<file path="src/design/bfs_pkg.sv">
package bfs_pkg;

  // ----------------------------------------------------------------
  // Geometry
  // ----------------------------------------------------------------
  localparam int FIFO_DEPTH_SMALL = 256;
  localparam int FIFO_DEPTH_LARGE = 1024;
  localparam int LONG_W = 36;
  localparam int WORD_MSB = 17;
  localparam int BYTE_MSB = 8;
  localparam int SYNC_STAGES = 2;

  // ----------------------------------------------------------------
  // Register map (byte addresses)
  // ----------------------------------------------------------------
  localparam int ADDR_W = 4;
  localparam logic [ADDR_W-1:0] CTRL_OFS = 4'h0;
  localparam logic [ADDR_W-1:0] OFFSET_OFS = 4'h4;
  localparam logic [ADDR_W-1:0] STATUS_OFS = 4'h8;
  localparam logic [ADDR_W-1:0] LEVEL_OFS = 4'hC;

  // CTRL fields
  localparam int CTRL_FALL_THROUGH_MODE_BIT = 0;
  localparam int CTRL_SIZE_LSB = 1;
  localparam int CTRL_SIZE_MSB = 2;
  // OFFSET fields
  localparam int OFS_AE_LSB = 0;
  localparam int OFS_AF_LSB = 16;
  // LEVEL fields
  localparam int LVL1_LSB = 0;
  localparam int LVL2_LSB = 16;

  localparam logic [31:0] CTRL_RESET = 32'h0000_0000;
  localparam int FLAG_OFFSET_RESET = 8;

  // Bus sizing of port B
  typedef enum logic [1:0] {
    SIZE_LONG,
    SIZE_WORD,
    SIZE_BYTE
  } bfs_size_t;

  localparam logic [1:0] BEATS_WORD_LAST = 2'h1;
  localparam logic [1:0] BEATS_BYTE_LAST = 2'h3;

  // Sampled port pins
  typedef struct packed {
    logic cs_n;
    logic wr_sel;
    logic mb_sel;
    logic [LONG_W-1:0] data;
  } bfs_port_t;

endpackage : bfs_pkg

</file>
<file path="src/design/bfs_sync.sv">
`timescale 1ns/1ps

module bfs_sync #(
  parameter int WIDTH = 1
) (
  input wire logic clk,
  input wire logic sys_rst,
  input wire logic clk_en,
  input wire logic [WIDTH-1:0] async_in,
  output logic [WIDTH-1:0] sync_out
);

  logic [WIDTH-1:0] meta_q;
  logic [WIDTH-1:0] sync_q;

  // Second stage is the only reader of the first
  always_ff @(posedge clk) begin
    if (sys_rst) begin
      meta_q <= '0;
      sync_q <= '0;
    end else if (clk_en) begin
      meta_q <= async_in;
      sync_q <= meta_q;
    end
  end

  assign sync_out = sync_q;

endmodule : bfs_sync

</file>
<file path="src/design/bfs_flag_mailbox.sv">
`timescale 1ns/1ps

// Operation
// - FALL_THROUGH_MODE: port A input-ready rises after B frees
// - Standard: port A full flag releases after B read
// - FALL_THROUGH_MODE: port B input-ready rises after A frees
// - Standard: port B full flag releases after A read
// - Port B almost-empty rises after A write
// - Port A almost-empty rises after B write
// - Port A almost-full rises after B read
// - Port B almost-full rises after A read
// - Narrow B: ready/full move on final write
// - Narrow B: almost-full moves on final write
// - Narrow B: almost-empty moves on final read
// - Narrow B: freed location counts at final read
// - Narrow B: entry written only at final write
// - Narrow B: almost-full freed at final read
// - Thresholds sized for 256 or 1024 depth
// - Word size: mailbox one passes bits 0-17
// - Byte size: mailbox one passes bits 0-8
// - Word size: mailbox two passes bits 0-17
// - Byte size: mailbox two passes bits 0-8
// - FALL_THROUGH_MODE: output-ready within three B cycles
module bfs_flag_mailbox
  import bfs_pkg::*;
#(
  parameter int DEPTH = FIFO_DEPTH_SMALL,
  parameter int PW = $clog2(DEPTH) + 1
) (
  input wire logic clk,
  input wire logic sys_rst,
  input wire logic clk_en,
  input wire logic [ADDR_W-1:0] avs_address,
  input wire logic avs_read,
  input wire logic avs_write,
  input wire logic [31:0] avs_writedata,
  output logic [31:0] avs_readdata,
  output logic avs_waitrequest,
  input wire logic porta_clock,
  input wire logic porta_chip_select_n,
  input wire logic porta_write_read_sel,
  input wire logic porta_mailbox_sel,
  input wire logic [LONG_W-1:0] porta_data_in,
  output logic [LONG_W-1:0] porta_data_out,
  output logic porta_data_oe,
  input wire logic portb_clock,
  input wire logic portb_chip_select_n,
  input wire logic portb_write_read_sel,
  input wire logic portb_mailbox_sel,
  input wire logic [LONG_W-1:0] portb_data_in,
  output logic [LONG_W-1:0] portb_data_out,
  output logic portb_data_oe,
  output logic porta_full_flag,
  output logic porta_input_ready,
  output logic portb_full_flag,
  output logic portb_input_ready,
  output logic porta_almost_empty,
  output logic portb_almost_empty,
  output logic porta_almost_full,
  output logic portb_almost_full,
  output logic porta_empty_flag,
  output logic porta_output_ready,
  output logic portb_empty_flag,
  output logic portb_output_ready,
  output logic first_mail_full,
  output logic second_mail_full
);

  localparam int SW = 2 + 2 * $bits(bfs_port_t);
  localparam logic [PW:0] DEPTH_X = (PW + 1)'(DEPTH);

  // ----------------------------------------------------------------
  // Pin sampling
  // ----------------------------------------------------------------
  bfs_port_t pa_raw, pb_raw, pa, pb;
  logic porta_clock_s, portb_clock_s, porta_clock_d_q, portb_clock_d_q, a_edge, b_edge;
  logic [SW-1:0] sync_in, sync_out;

  assign pa_raw = '{porta_chip_select_n, porta_write_read_sel,
                    porta_mailbox_sel, porta_data_in};
  assign pb_raw = '{portb_chip_select_n, portb_write_read_sel,
                    portb_mailbox_sel, portb_data_in};
  assign sync_in = {porta_clock, portb_clock, pa_raw, pb_raw};

  // Clocks and controls share one two-stage synchronizer so they stay aligned
  bfs_sync #(.WIDTH(SW)) u_sync (
    .clk(clk),
    .sys_rst(sys_rst),
    .clk_en(clk_en),
    .async_in(sync_in),
    .sync_out(sync_out)
  );
  assign {porta_clock_s, portb_clock_s, pa, pb} = sync_out;

  always_ff @(posedge clk) begin
    if (sys_rst) begin
      porta_clock_d_q <= 1'b0;
      portb_clock_d_q <= 1'b0;
    end else if (clk_en) begin
      porta_clock_d_q <= porta_clock_s;
      portb_clock_d_q <= portb_clock_s;
    end
  end
  assign a_edge = porta_clock_s & ~porta_clock_d_q;
  assign b_edge = portb_clock_s & ~portb_clock_d_q;

  // ----------------------------------------------------------------
  // Configuration registers
  // ----------------------------------------------------------------
  logic fall_through_mode_q;
  bfs_size_t size_q;
  logic [PW-1:0] ae_ofs_q, af_ofs_q;
  logic wait_q;
  logic [31:0] rdata_q;
  logic bus_req, bus_take;
  logic [31:0] status_w, level_w;

  assign bus_req = avs_read | avs_write;
  assign bus_take = bus_req & ~wait_q;

  // One wait cycle, then the answer edge
  always_ff @(posedge clk) begin
    if (sys_rst) begin
      wait_q <= 1'b1;
    end else if (clk_en) begin
      wait_q <= ~(bus_req & wait_q);
    end
  end

  // Sizing must stay static while traffic runs
  always_ff @(posedge clk) begin
    if (sys_rst) begin
      fall_through_mode_q <= CTRL_RESET[CTRL_FALL_THROUGH_MODE_BIT];
      size_q <= bfs_size_t'(CTRL_RESET[CTRL_SIZE_MSB:CTRL_SIZE_LSB]);
      ae_ofs_q <= PW'(FLAG_OFFSET_RESET);
      af_ofs_q <= PW'(FLAG_OFFSET_RESET);
    end else if (clk_en && bus_take && avs_write) begin
      if (avs_address == CTRL_OFS) begin
        fall_through_mode_q <= avs_writedata[CTRL_FALL_THROUGH_MODE_BIT];
        size_q <= bfs_size_t'(avs_writedata[CTRL_SIZE_MSB:CTRL_SIZE_LSB]);
      end
      if (avs_address == OFFSET_OFS) begin
        ae_ofs_q <= avs_writedata[OFS_AE_LSB +: PW];
        af_ofs_q <= avs_writedata[OFS_AF_LSB +: PW];
      end
    end
  end

  always_ff @(posedge clk) begin
    if (sys_rst) begin
      rdata_q <= '0;
    end else if (clk_en && bus_req && wait_q) begin
      unique case (avs_address)
        CTRL_OFS: rdata_q <= 32'({size_q, fall_through_mode_q});
        OFFSET_OFS: rdata_q <= (32'(af_ofs_q) << OFS_AF_LSB) | 32'(ae_ofs_q);
        STATUS_OFS: rdata_q <= status_w;
        LEVEL_OFS: rdata_q <= level_w;
        default: rdata_q <= '0;
      endcase
    end
  end
  assign avs_readdata = rdata_q;
  assign avs_waitrequest = wait_q;

  // ----------------------------------------------------------------
  // Long-word pointers and narrow beat counters
  // ----------------------------------------------------------------
  logic [PW-1:0] wr1_q, rd1_q, wr2_q, rd2_q;
  logic [PW-1:0] wr1_seen_q, rd1_seen_q, wr2_seen_q, rd2_seen_q;
  logic [PW-1:0] wr1_nx, rd1_nx, wr2_nx, rd2_nx;
  logic [PW-1:0] lvl1_a, lvl1_b, lvl2_a, lvl2_b;
  logic [1:0] wbeat_q, rbeat_q, beat_last;
  logic a_fifo, b_fifo, a_wr1, a_rd2, b_wr2, b_rd1, b_wr_last, b_rd_last;

  always_comb begin
    unique case (size_q)
      SIZE_WORD: beat_last = BEATS_WORD_LAST;
      SIZE_BYTE: beat_last = BEATS_BYTE_LAST;
      default: beat_last = '0;
    endcase
  end

  // Local view uses the copy from the previous cycle; an event in
  // the same cycle as the far edge waits one more far cycle
  assign lvl1_a = wr1_q - rd1_seen_q;
  assign lvl2_a = wr2_seen_q - rd2_q;
  assign lvl1_b = wr1_seen_q - rd1_q;
  assign lvl2_b = wr2_q - rd2_seen_q;

  assign a_fifo = a_edge & ~pa.cs_n & ~pa.mb_sel;
  assign b_fifo = b_edge & ~pb.cs_n & ~pb.mb_sel;
  assign a_wr1 = a_fifo & pa.wr_sel & (lvl1_a != PW'(DEPTH));
  assign a_rd2 = a_fifo & ~pa.wr_sel & (lvl2_a != '0);
  assign b_wr2 = b_fifo & ~pb.wr_sel & (lvl2_b != PW'(DEPTH));
  assign b_rd1 = b_fifo & pb.wr_sel & (lvl1_b != '0);
  assign b_wr_last = b_wr2 & (wbeat_q == beat_last);
  assign b_rd_last = b_rd1 & (rbeat_q == beat_last);

  assign wr1_nx = wr1_q + PW'(a_wr1);
  assign rd2_nx = rd2_q + PW'(a_rd2);
  assign wr2_nx = wr2_q + PW'(b_wr_last);
  assign rd1_nx = rd1_q + PW'(b_rd_last);

  always_ff @(posedge clk) begin
    if (sys_rst) begin
      wbeat_q <= '0;
      rbeat_q <= '0;
    end else if (clk_en) begin
      if (b_wr2) begin
        wbeat_q <= b_wr_last ? 2'h0 : wbeat_q + 2'h1;
      end
      if (b_rd1) begin
        rbeat_q <= b_rd_last ? 2'h0 : rbeat_q + 2'h1;
      end
    end
  end

  always_ff @(posedge clk) begin
    if (sys_rst) begin
      wr1_q <= '0;
      rd1_q <= '0;
      wr2_q <= '0;
      rd2_q <= '0;
    end else if (clk_en) begin
      wr1_q <= wr1_nx;
      rd1_q <= rd1_nx;
      wr2_q <= wr2_nx;
      rd2_q <= rd2_nx;
    end
  end

  // Staged copies toward the opposite port
  always_ff @(posedge clk) begin
    if (sys_rst) begin
      wr1_seen_q <= '0;
      rd1_seen_q <= '0;
      wr2_seen_q <= '0;
      rd2_seen_q <= '0;
    end else if (clk_en) begin
      wr1_seen_q <= wr1_q;
      rd1_seen_q <= rd1_q;
      wr2_seen_q <= wr2_q;
      rd2_seen_q <= rd2_q;
    end
  end

  // ----------------------------------------------------------------
  // Flags on port A edges
  // ----------------------------------------------------------------
  logic [PW-1:0] na1, na2, nb1, nb2;
  logic [1:0] ora_pipe_q, orb_pipe_q;
  logic space_a, space_b;

  assign na1 = wr1_nx - rd1_seen_q;
  assign na2 = wr2_seen_q - rd2_nx;
  assign nb1 = wr1_seen_q - rd1_nx;
  assign nb2 = wr2_nx - rd2_seen_q;
  assign space_a = na1 != PW'(DEPTH);
  assign space_b = nb2 != PW'(DEPTH);

  always_ff @(posedge clk) begin
    if (sys_rst) begin
      porta_full_flag <= 1'b0;
      porta_input_ready <= 1'b0;
      porta_almost_empty <= 1'b0;
      porta_almost_full <= 1'b0;
      porta_empty_flag <= 1'b0;
      porta_output_ready <= 1'b0;
      ora_pipe_q <= '0;
    end else if (clk_en && a_edge) begin
      porta_full_flag <= ~fall_through_mode_q & space_a;
      porta_input_ready <= fall_through_mode_q & space_a;
      porta_almost_empty <= na2 > ae_ofs_q;
      porta_almost_full <= ({1'b0, na1} + {1'b0, af_ofs_q}) <= DEPTH_X;
      porta_empty_flag <= ~fall_through_mode_q & (na2 != '0);
      ora_pipe_q <= {ora_pipe_q[0], na2 != '0};
      porta_output_ready <= fall_through_mode_q & ora_pipe_q[1] & (na2 != '0);
    end
  end

  // ----------------------------------------------------------------
  // Flags on port B edges
  // ----------------------------------------------------------------
  always_ff @(posedge clk) begin
    if (sys_rst) begin
      portb_full_flag <= 1'b0;
      portb_input_ready <= 1'b0;
      portb_almost_empty <= 1'b0;
      portb_almost_full <= 1'b0;
      portb_empty_flag <= 1'b0;
      portb_output_ready <= 1'b0;
      orb_pipe_q <= '0;
    end else if (clk_en && b_edge) begin
      portb_full_flag <= ~fall_through_mode_q & space_b;
      portb_input_ready <= fall_through_mode_q & space_b;
      portb_almost_empty <= nb1 > ae_ofs_q;
      portb_almost_full <= ({1'b0, nb2} + {1'b0, af_ofs_q}) <= DEPTH_X;
      portb_empty_flag <= ~fall_through_mode_q & (nb1 != '0);
      // Three B edges from first visibility to output-ready
      orb_pipe_q <= {orb_pipe_q[0], nb1 != '0};
      portb_output_ready <= fall_through_mode_q & orb_pipe_q[1] & (nb1 != '0);
    end
  end

  // ----------------------------------------------------------------
  // Mailboxes
  // ----------------------------------------------------------------
  logic [LONG_W-1:0] first_mailbox_q, second_mailbox_q, mask;
  logic a_mb_wr, a_mb_rd, b_mb_wr, b_mb_rd;

  // Unused upper lanes are driven low rather than left floating
  always_comb begin
    unique case (size_q)
      SIZE_WORD: mask = LONG_W'({(WORD_MSB + 1){1'b1}});
      SIZE_BYTE: mask = LONG_W'({(BYTE_MSB + 1){1'b1}});
      default: mask = '1;
    endcase
  end

  assign a_mb_wr = a_edge & ~pa.cs_n & pa.mb_sel & pa.wr_sel;
  assign a_mb_rd = a_edge & ~pa.cs_n & pa.mb_sel & ~pa.wr_sel;
  assign b_mb_wr = b_edge & ~pb.cs_n & pb.mb_sel & ~pb.wr_sel;
  assign b_mb_rd = b_edge & ~pb.cs_n & pb.mb_sel & pb.wr_sel;

  always_ff @(posedge clk) begin
    if (sys_rst) begin
      first_mailbox_q <= '0;
      second_mailbox_q <= '0;
    end else if (clk_en) begin
      if (a_mb_wr && !first_mail_full) begin
        first_mailbox_q <= pa.data & mask;
      end
      if (b_mb_wr && !second_mail_full) begin
        second_mailbox_q <= pb.data & mask;
      end
    end
  end

  // Set wins over a read in the same cycle
  always_ff @(posedge clk) begin
    if (sys_rst) begin
      first_mail_full <= 1'b0;
      second_mail_full <= 1'b0;
    end else if (clk_en) begin
      first_mail_full <= a_mb_wr | (first_mail_full & ~b_mb_rd);
      second_mail_full <= b_mb_wr | (second_mail_full & ~a_mb_rd);
    end
  end

  // FIFO storage lives elsewhere; only mail reaches the data pins
  always_ff @(posedge clk) begin
    if (sys_rst) begin
      porta_data_out <= '0;
      porta_data_oe <= 1'b0;
      portb_data_out <= '0;
      portb_data_oe <= 1'b0;
    end else if (clk_en) begin
      if (a_edge) begin
        porta_data_oe <= ~pa.cs_n & ~pa.wr_sel;
        porta_data_out <= a_mb_rd ? second_mailbox_q : '0;
      end
      if (b_edge) begin
        portb_data_oe <= ~pb.cs_n & pb.wr_sel;
        portb_data_out <= b_mb_rd ? first_mailbox_q : '0;
      end
    end
  end

  assign status_w = 32'({second_mail_full, first_mail_full,
                         portb_output_ready, porta_output_ready,
                         portb_almost_full, porta_almost_full,
                         portb_almost_empty, porta_almost_empty,
                         portb_input_ready, porta_input_ready,
                         portb_full_flag, porta_full_flag});
  assign level_w = (32'(lvl2_a) << LVL2_LSB) | (32'(lvl1_b) << LVL1_LSB);

  // ----------------------------------------------------------------
  // Checks
  // ----------------------------------------------------------------
  property p_ira_release;
    @(posedge clk) disable iff (sys_rst)
    (clk_en && a_edge && fall_through_mode_q && (na1 != PW'(DEPTH))) |=> porta_input_ready;
  endproperty
  a_ira_release: assert property (p_ira_release)
    else $error("input-ready A not raised");

  property p_ffa_release;
    @(posedge clk) disable iff (sys_rst)
    $changed(rd1_q) ##1 (clk_en && a_edge && !fall_through_mode_q) |=> porta_full_flag;
  endproperty
  a_ffa_release: assert property (p_ffa_release)
    else $error("full flag A not released after B read");

  property p_irb_release;
    @(posedge clk) disable iff (sys_rst)
    $changed(rd2_q) ##1 (clk_en && b_edge && fall_through_mode_q) |=> portb_input_ready;
  endproperty
  a_irb_release: assert property (p_irb_release)
    else $error("input-ready B not raised after A read");

  // Flags refresh only on their own port edge, so a mode written just
  // after reset is checked from the next B edge on
  property p_ffb_mode;
    @(posedge clk) disable iff (sys_rst)
    (clk_en && b_edge && fall_through_mode_q) |=> !portb_full_flag;
  endproperty
  a_ffb_mode: assert property (p_ffb_mode)
    else $error("full flag driven in fall-through mode");

  property p_aeb_rise;
    @(posedge clk) disable iff (sys_rst)
    (clk_en && b_edge && nb1 > ae_ofs_q) |=> portb_almost_empty;
  endproperty
  a_aeb_rise: assert property (p_aeb_rise)
    else $error("almost-empty B not raised");

  property p_afa_fall;
    @(posedge clk) disable iff (sys_rst)
    (clk_en && a_edge && na1 == PW'(DEPTH)) |=> !porta_almost_full && !porta_full_flag;
  endproperty
  a_afa_fall: assert property (p_afa_fall)
    else $error("almost-full A high while full");

  property p_narrow_read;
    @(posedge clk) disable iff (sys_rst)
    $changed(rd1_q) |-> $past(rbeat_q) == $past(beat_last);
  endproperty
  a_narrow_read: assert property (p_narrow_read)
    else $error("read pointer moved before final beat");

  property p_narrow_write;
    @(posedge clk) disable iff (sys_rst)
    $changed(wr2_q) |-> $past(wbeat_q) == $past(beat_last);
  endproperty
  a_narrow_write: assert property (p_narrow_write)
    else $error("write pointer moved before final beat");

  property p_mail_set;
    @(posedge clk) disable iff (sys_rst)
    (clk_en && a_mb_wr) |=> first_mail_full;
  endproperty
  a_mail_set: assert property (p_mail_set)
    else $error("mail flag one not set by write");

  property p_byte_mask;
    @(posedge clk) disable iff (sys_rst)
    (size_q == SIZE_BYTE && $stable(size_q)) ##1 $changed(first_mailbox_q)
      |-> first_mailbox_q[LONG_W-1:BYTE_MSB+1] == '0;
  endproperty
  a_byte_mask: assert property (p_byte_mask)
    else $error("mailbox one upper lanes not cleared");

  property p_bus_answer;
    @(posedge clk) disable iff (sys_rst)
    (clk_en && bus_req && wait_q) |=> !wait_q ##1 wait_q;
  endproperty
  a_bus_answer: assert property (p_bus_answer)
    else $error("bus answer not one cycle");

  c_fifo1_full: cover property (@(posedge clk) lvl1_a == PW'(DEPTH));
  c_narrow_write: cover property (@(posedge clk) b_wr_last && size_q == SIZE_BYTE);
  c_mail_round: cover property (@(posedge clk) first_mail_full ##[1:40] !first_mail_full);
  c_orb_up: cover property (@(posedge clk) $rose(portb_output_ready));

endmodule : bfs_flag_mailbox

</file>
<file path="config.mk">
export PLATFORM = sky130hd
export DESIGN_NAME = bfs_flag_mailbox
export DESIGN_NICKNAME = d
export VERILOG_FILES = /design/src/design/bfs_pkg.sv /design/src/design/bfs_sync.sv /design/src/design/bfs_flag_mailbox.sv
export SDC_FILE = /design/constraint.sdc
export NUM_CORES = 1
export LEC_CHECK = 0
export BUFFER_PORTS_ARGS = -buffer_cell sky130_fd_sc_hd__buf_2
export CORE_MARGIN = 8
export CORE_UTILIZATION = 50
export CTS_BUF_LIST = sky130_fd_sc_hd__clkbuf_16
export DETAILED_ROUTE_END_ITERATION = 8
export PLACE_DENSITY = 0.79
export SLEW_MARGIN = 20
export SYNTH_ARGS = -nofsm -noshare
export SYNTH_HDL_FRONTEND = slang
export SYNTH_SLANG_ARGS = --single-unit
</file>
<file path="constraint.sdc">
create_clock -name clk -period 15.9 [get_ports clk]
set_clock_uncertainty 0.05 [all_clocks]
set_input_delay 0 -clock clk [delete_from_list [all_inputs] [get_ports clk]]
set_output_delay 0 -clock clk [all_outputs]
set_load 0.02 [all_outputs]
</file>
* Word level (Yosys, flattened, before mapping)
Index checks and enable logic that the tools add are counted.
** Operators by class
- Add/sub/neg operators :: 16
- $lt $le $gt $ge :: 4
- Equality and inequality tests :: 11
- Mux-type cells :: 7
- Bitwise operators :: 58
- Reduce and logical (&&, ||, !) cells :: 23
** Operators with widths (number)
- $pmux W25 S4 :: 1
- $and A36 B36 Y36 :: 2
- $mux W36 :: 2
- $pmux W36 S2 :: 1
- $sub A9 B9 Y9 :: 8
- $or A25 B9 Y25 :: 2
- $and A1 B1 Y1 :: 38
- $add A9 B1 Y9 :: 4
- $ne A9 B9 Y1 const B :: 4
- $reduce_bool A9 Y1 :: 4
- $add A9 B9 Y10 :: 2
- $le A10 B9 Y1 const B :: 2
- $gt A9 B9 Y1 :: 2
- $reduce_and A2 Y1 :: 8
- $not A1 Y1 :: 13
- $eq A4 B4 Y1 const B :: 2
- $logic_and A1 B1 Y1 :: 8
- $add A2 B1 Y2 const B :: 2
- $eq A2 B2 Y1 :: 2
- $eq A4 B3 Y1 const B :: 1
- $logic_not A4 Y1 :: 1
- $mux W2 :: 2
- $pmux W2 S2 :: 1
- $or A1 B1 Y1 :: 3
- other kinds (3) :: 4
** Storage, ports and cells
- Register bits after elaboration :: 456
- Output and inout port bits :: 121

* Longest topological paths before layout
- Depth after elaboration :: 11
- Depth in mapped cells :: 27

* Modules after synthesis
A second synthesis with hierarchy kept.
** Unflattened totals
- Cells, all modules :: 2360
- Area, all modules :: 20748.6 µm²
** By module, submodules not included
- bfs_flag_mailbox :: times used 1, cells an instance 1844, area an instance 15055.7 µm², sequential area each 5705.5 µm²
- bfs_sync :: times used 1, cells an instance 516, area an instance 5693.0 µm², sequential area each 3203.1 µm²

* Least setup slack after synthesis
OpenSTA, ideal clock, no wires.
- Kind :: reg-to-reg
- From :: register wr1_seen_q[0]
- To :: register portb_almost_empty
- Arrival time :: 5.254 ns
- Required time :: 15.764 ns
- Path slack :: 10.510 ns
- Cell stages (with the launch flop) :: 28
- Path buffers :: 0
- Period minus slack after synthesis :: 5.390 ns
- Cells stage by stage :: dfxtp_1 > inv_1 > ha_1 > fa_1 > nand2b_1 > a21oi_1 > xor2_1 > or3_1 > or4_4 > nor2_1 > nor3_1 > ha_1 > ha_1 > and3_1 > and3_1 > xnor2_1 > ha_1 > or3_1 > a211oi_1 > nor2_1 > xnor2_1 > inv_1 > ha_1 > nand4_1 > nor2_1 > a41oi_1 > a21oi_1 > a211oi_1
** Between the ends
- Longest elaborated chain between the ends :: 7
** RTL lines
- start, declared :: RTL line bfs_flag_mailbox.sv:169 : logic [PW-1:0] wr1_seen_q, rd1_seen_q, wr2_seen_q, rd2_seen_q;
- start signal, assigned :: RTL line bfs_flag_mailbox.sv:240 : wr1_seen_q <= wr1_q;
- $sub A9 B9 Y9 :: RTL line bfs_flag_mailbox.sv:187 : assign lvl1_b = wr1_seen_q - rd1_q;
- $reduce_bool A9 Y1 :: RTL line bfs_flag_mailbox.sv:195 : assign b_rd1 = b_fifo & pb.wr_sel & (lvl1_b != '0);
- $and A1 B1 Y1 :: RTL line bfs_flag_mailbox.sv:195
- $and A1 B1 Y1 :: RTL line bfs_flag_mailbox.sv:197 : assign b_rd_last = b_rd1 & (rbeat_q == beat_last);
- $add A9 B1 Y9 :: RTL line bfs_flag_mailbox.sv:202 : assign rd1_nx = rd1_q + PW'(b_rd_last);
- $sub A9 B9 Y9 * :: RTL line bfs_flag_mailbox.sv:256 : assign nb1 = wr1_seen_q - rd1_nx;
- $gt A9 B9 Y1 * :: RTL line bfs_flag_mailbox.sv:296 : portb_almost_empty <= nb1 > ae_ofs_q;
- end signal, assigned :: RTL line bfs_flag_mailbox.sv:296
- end, declared :: RTL line bfs_flag_mailbox.sv:58 : output logic portb_almost_empty,
Mark *: on every way between the ends. The rest lies on a longest branch, timed or not.
A chain may end at the register's enable or synchronous reset.

* Worst setup path in the final report
- From :: register rd1_q[3]
- To :: register portb_almost_empty
** Between the ends
- Longest elaborated chain between the ends :: 7
** RTL lines
- start, declared :: RTL line bfs_flag_mailbox.sv:168 : logic [PW-1:0] wr1_q, rd1_q, wr2_q, rd2_q;
- start signal, assigned :: RTL line bfs_flag_mailbox.sv:226 : rd1_q <= rd1_nx;
- $sub A9 B9 Y9 :: RTL line bfs_flag_mailbox.sv:187
- $reduce_bool A9 Y1 :: RTL line bfs_flag_mailbox.sv:195
- $and A1 B1 Y1 :: RTL line bfs_flag_mailbox.sv:195
- $and A1 B1 Y1 :: RTL line bfs_flag_mailbox.sv:197
- $add A9 B1 Y9 * :: RTL line bfs_flag_mailbox.sv:202
- $sub A9 B9 Y9 * :: RTL line bfs_flag_mailbox.sv:256
- $gt A9 B9 Y1 * :: RTL line bfs_flag_mailbox.sv:296
Marks and branches as above.

==> metrics.md <==
| Metric | Value |
|---|---|
| Die area | `48,200 µm²` |
| Slowest stage cell, crit path | `xnor2_1` |
| Io pins | `roughly 240` |
| Dominant synthesized flop cell | `dfxtp_1` |
| Initial antenna violation count | `4` |
| Worst path bufs/invs | `2` |
| Overflow after GRT | `0` |
| Arrival @ worst endpoint | `~6.7 ns` |
| Mapped Cells | `around 2,400` |
| # DRC | `0` |
| Status | `complete, no violations` |
| Final Hold Fails | `0` |
| Yosys warnings | `0` |
| Measured slew at the worst slew-check pin | `~1.1 ns` |
| FMAX | `161 MHz` |
| WL/cell | `18.1 µm` |
| H-tree levels | `2` |
| Die Y | `~220 µm` |
| CP dominant cell by count | `ha_1` |
| CP max stage delay | `approximately 0.7 ns` |
| Final nets | `between 2,000 and 3,000` |
| CP Capture Type | `flop` |
| FFs w/ async S/R, synth | `0%` |
| Peak supply drop | `just under 80 µV` |
| Post-synth top area share | `a little over two fifths` |
| Later-pin clock latency in the skew report | `between 0.5 and 0.6 ns` |
| GPL Wtd Cong | `0.924` |
| Unrepaired setup endpoints after global routing | `false` |
| Root Driver | `clkbuf_16` |
| Fillers | `between 3,000 and 4,000` |
| Share of cells above drive strength 1 | `roughly an eighth` |
| Crit path launch type | `flop` |
| Critical Path RT | `16.33 ns` |
| Max clock buf depth | `3` |
| EDFF count, synth | `0` |
| Cell family with most CP delay | `simple AND/OR/NAND/NOR gates` |
| Drt pass-1 iters | `9` |
| Via count | `around 18,000` |
| Tightest Hold Check Type | `input pin to flop` |
| Minimum clock period | `6.22 ns` |
| CTS Hold Bufs | `approximately 140` |
| Fin. max-slew vios | `0` |
| Setup crit start | `rd1_q[3]` |
| Yosys cell types | `between 80 and 90` |
| Total Power | `roughly 2.4 mW` |
| Num Clock Sinks | `~450` |
| Crit Path Category | `flop to flop` |
| Leakage power | `around 11 nW` |
| P per Cell Area | `approximately 95 nW/µm²` |
| Number of synthesized register bits | `about 450` |
| MaxCap Viol Count | `0` |
| Total negative slack | `0 ns` |
| Mapped Area | `between 20,000 and 25,000 µm²` |
| Core Box Area | `between 40,000 and 50,000 µm²` |
| Crit-path max FO | `5` |
| Vias in the first global route | `~18,000` |
| Number of setup violations in the final report | `0` |
| Hold path start | `porta_data_in[23]` |
| Final period util | `about two fifths` |
| Post-route ant nets | `0` |
| # port buffers | `216` |
| Critical R2R Launch | `rd1_q[3]` |
| DPL Wire Length | `between 30 and 40 mm` |
| Max-slew headroom | `24.7%` |
| Mapped Avg Cell Area | `roughly 8.8 µm²` |
| Row count | `74` |
| Largest net degree at the start of global routing | `159` |
| Leading area contributor after synthesis | `dfxtp_1` |
| First-pass GRT wire length | `between 90 and 100 mm` |
| Starting Density | `between 50 and 60%` |
| Vias/cell | `5.54` |
| Sequential area share after synthesis | `between 40 and 50%` |
| Drt total wl | `58.1 mm` |
| Post-CTS sizing | `0` |
| Cts bufs inserted | `48` |
| Layout overhead on the synthesized area | `20.9%` |
| Tot GR Track Use | `between 20% and 30%` |
| Die width | `220 µm` |
| CTS tree | `built` |
| Setup Buffers After CTS | `0` |
| Clock transition at path regs | `roughly 0.060 ns` |
| Initial DRC Count | `around 1,400` |
| Top cells by area in the synthesized netlist | `dfxtp_1, mux2i_1, ha_1, nor2_1, a21oi_1` |
## cell usage after synthesis (all sizes together), types with 13 or more instances
cell,number
nor2,350
inv,78
o21a,13
nand3,100
nand3b,25
xor2,51
a22oi,50
clkbuf,112
and3,21
dfxtp,445
a211oi,13
nor3,21
nand2,226
xnor2,59
ha,109
buf,36
a21o,13
o21ai,50
a21oi,183
mux2i,212
nor2b,19
## power breakdown
part	leakage (nW)	switching (mW)	internal (mW)	total, mW
Clock	0.800	0.472	0.637	1.11
Combinational	6.40	0.0704	0.0639	0.134
Sequential	3.61	0.0123	1.14	1.15
Total	10.8	0.555	1.84	2.39
## per-layer routing
metal | global-route usage [%] | routed length (µm) | vias to the layer above
li1 | - | - | 8659
met1 | 29.7 | 24800 | 8418
met2 | 38.7 | 27400 | 581
met3 | 4.40 | 4020 | 122
met4 | 8.59 | 1850 | 2
met5 | 0 | 13 | -
## sequential cells by signal, summed over array words and instances (netlist names), 2 cells and up
name and count:
ora_pipe_q 2, first_mailbox_q 36, wr1_q 9, rd2_seen_q 9
ae_ofs_q 9, wr2_q 9, porta_data_out 36, af_ofs_q 9
u_sync.sync_out 80, wr1_seen_q 9, u_sync.meta_q 80, rd1_seen_q 9
rbeat_q 2, orb_pipe_q 2, avs_readdata 21, rd1_q 9
wbeat_q 2, portb_data_out 36, rd2_q 9, size_q 2
wr2_seen_q 9, second_mailbox_q 36
## logic make-up (layout without fill, tap and decap cells)
group | count (synthesis) | after routing | share of synthesized area, %
compound gates | 406 | 406 | 12.4
xor+xnor | 110 | 110 | 4.65
fa+ha+maj | 117 | 117 | 7.36
buf+inv | 226 | 536 | 4.32
flops | 445 | 445 | 43.0
mux | 212 | 212 | 10.2
other cells | 1 | 15 | 0.0181
simple gates | 834 | 834 | 18.0
## path summary, 6_finish.rpt
path	to	slack [ns]	depth (start not counted)
worst max-delay path	portb_almost_empty	9.68	26
worst min-delay path	u_sync.meta_q[62]	0.13	4
worst max register to register	portb_almost_empty	9.68	26
worst min register to register	first_mailbox_q[28]	0.40	2
## tightest hold or removal path, cell delays in order
cell and delay, ns:
dlygate4sd3_1 0.51, buf_2 0.09, mux2i_1 0.05, nor2_1 0.08
## cell type report
type / count / area [µm²] / share of cell area, %
Antenna cell: 4 / 10.0 / 0.0400
Clock inverter: 41 / 379 / 1.51
Inverter: 78 / 293 / 1.17
Clock buffer: 48 / 1200 / 4.80
Tap cell: 532 / 666 / 2.66
Multi-Input combinational cell: 1690 / 11000 / 43.8
Timing Repair Buffer: 369 / 2610 / 10.4
Sequential cell: 445 / 8910 / 35.6
## cells in the final DEF, fill, tap and decap left out, types with 8 or more instances in the layout
cell type      count
dfxtp_1          445
nor2_1           346
nand2_1          226
buf_2            214
mux2i_1          212
a21oi_1          183
dlygate4sd3_1    137
ha_1             108
nand3_1          100
inv_1             87
xnor2_1           59
xor2_1            51
a22oi_1           50
clkbuf_16         48
o21ai_0           38
nand3b_1          25
and3_1            21
nor3_1            19
nor2b_1           18
buf_4             15
a21o_1            13
o21a_1            13
nand2b_1          12
nand4_1           12
a211oi_1          12
o211ai_1          12
o21ai_1           11
or3_1             11
conb_1            11
clkinv_1          10
fa_1               8
## per-stage QoR
step / cells / setup slack [ns] / util (%) / hold WS [ns] / area, µm²
after floorplan: 2361 / 10.51 / - / 0.0678 / 20700
after global placement: 2976 / 9.90 / 54.0 / 0.161 / 22000
after detailed placement: 2976 / 9.78 / 54.0 / 0.169 / 22000
after CTS: 3202 / 9.68 / 61.2 / 0.0947 / 25000
after global routing: 3206 / 9.10 / 61.3 / 0.131 / 25000
final: 3207 / 9.68 / 61.3 / 0.132 / 25000
No activity file was read; power rests on OpenSTA's default activity.
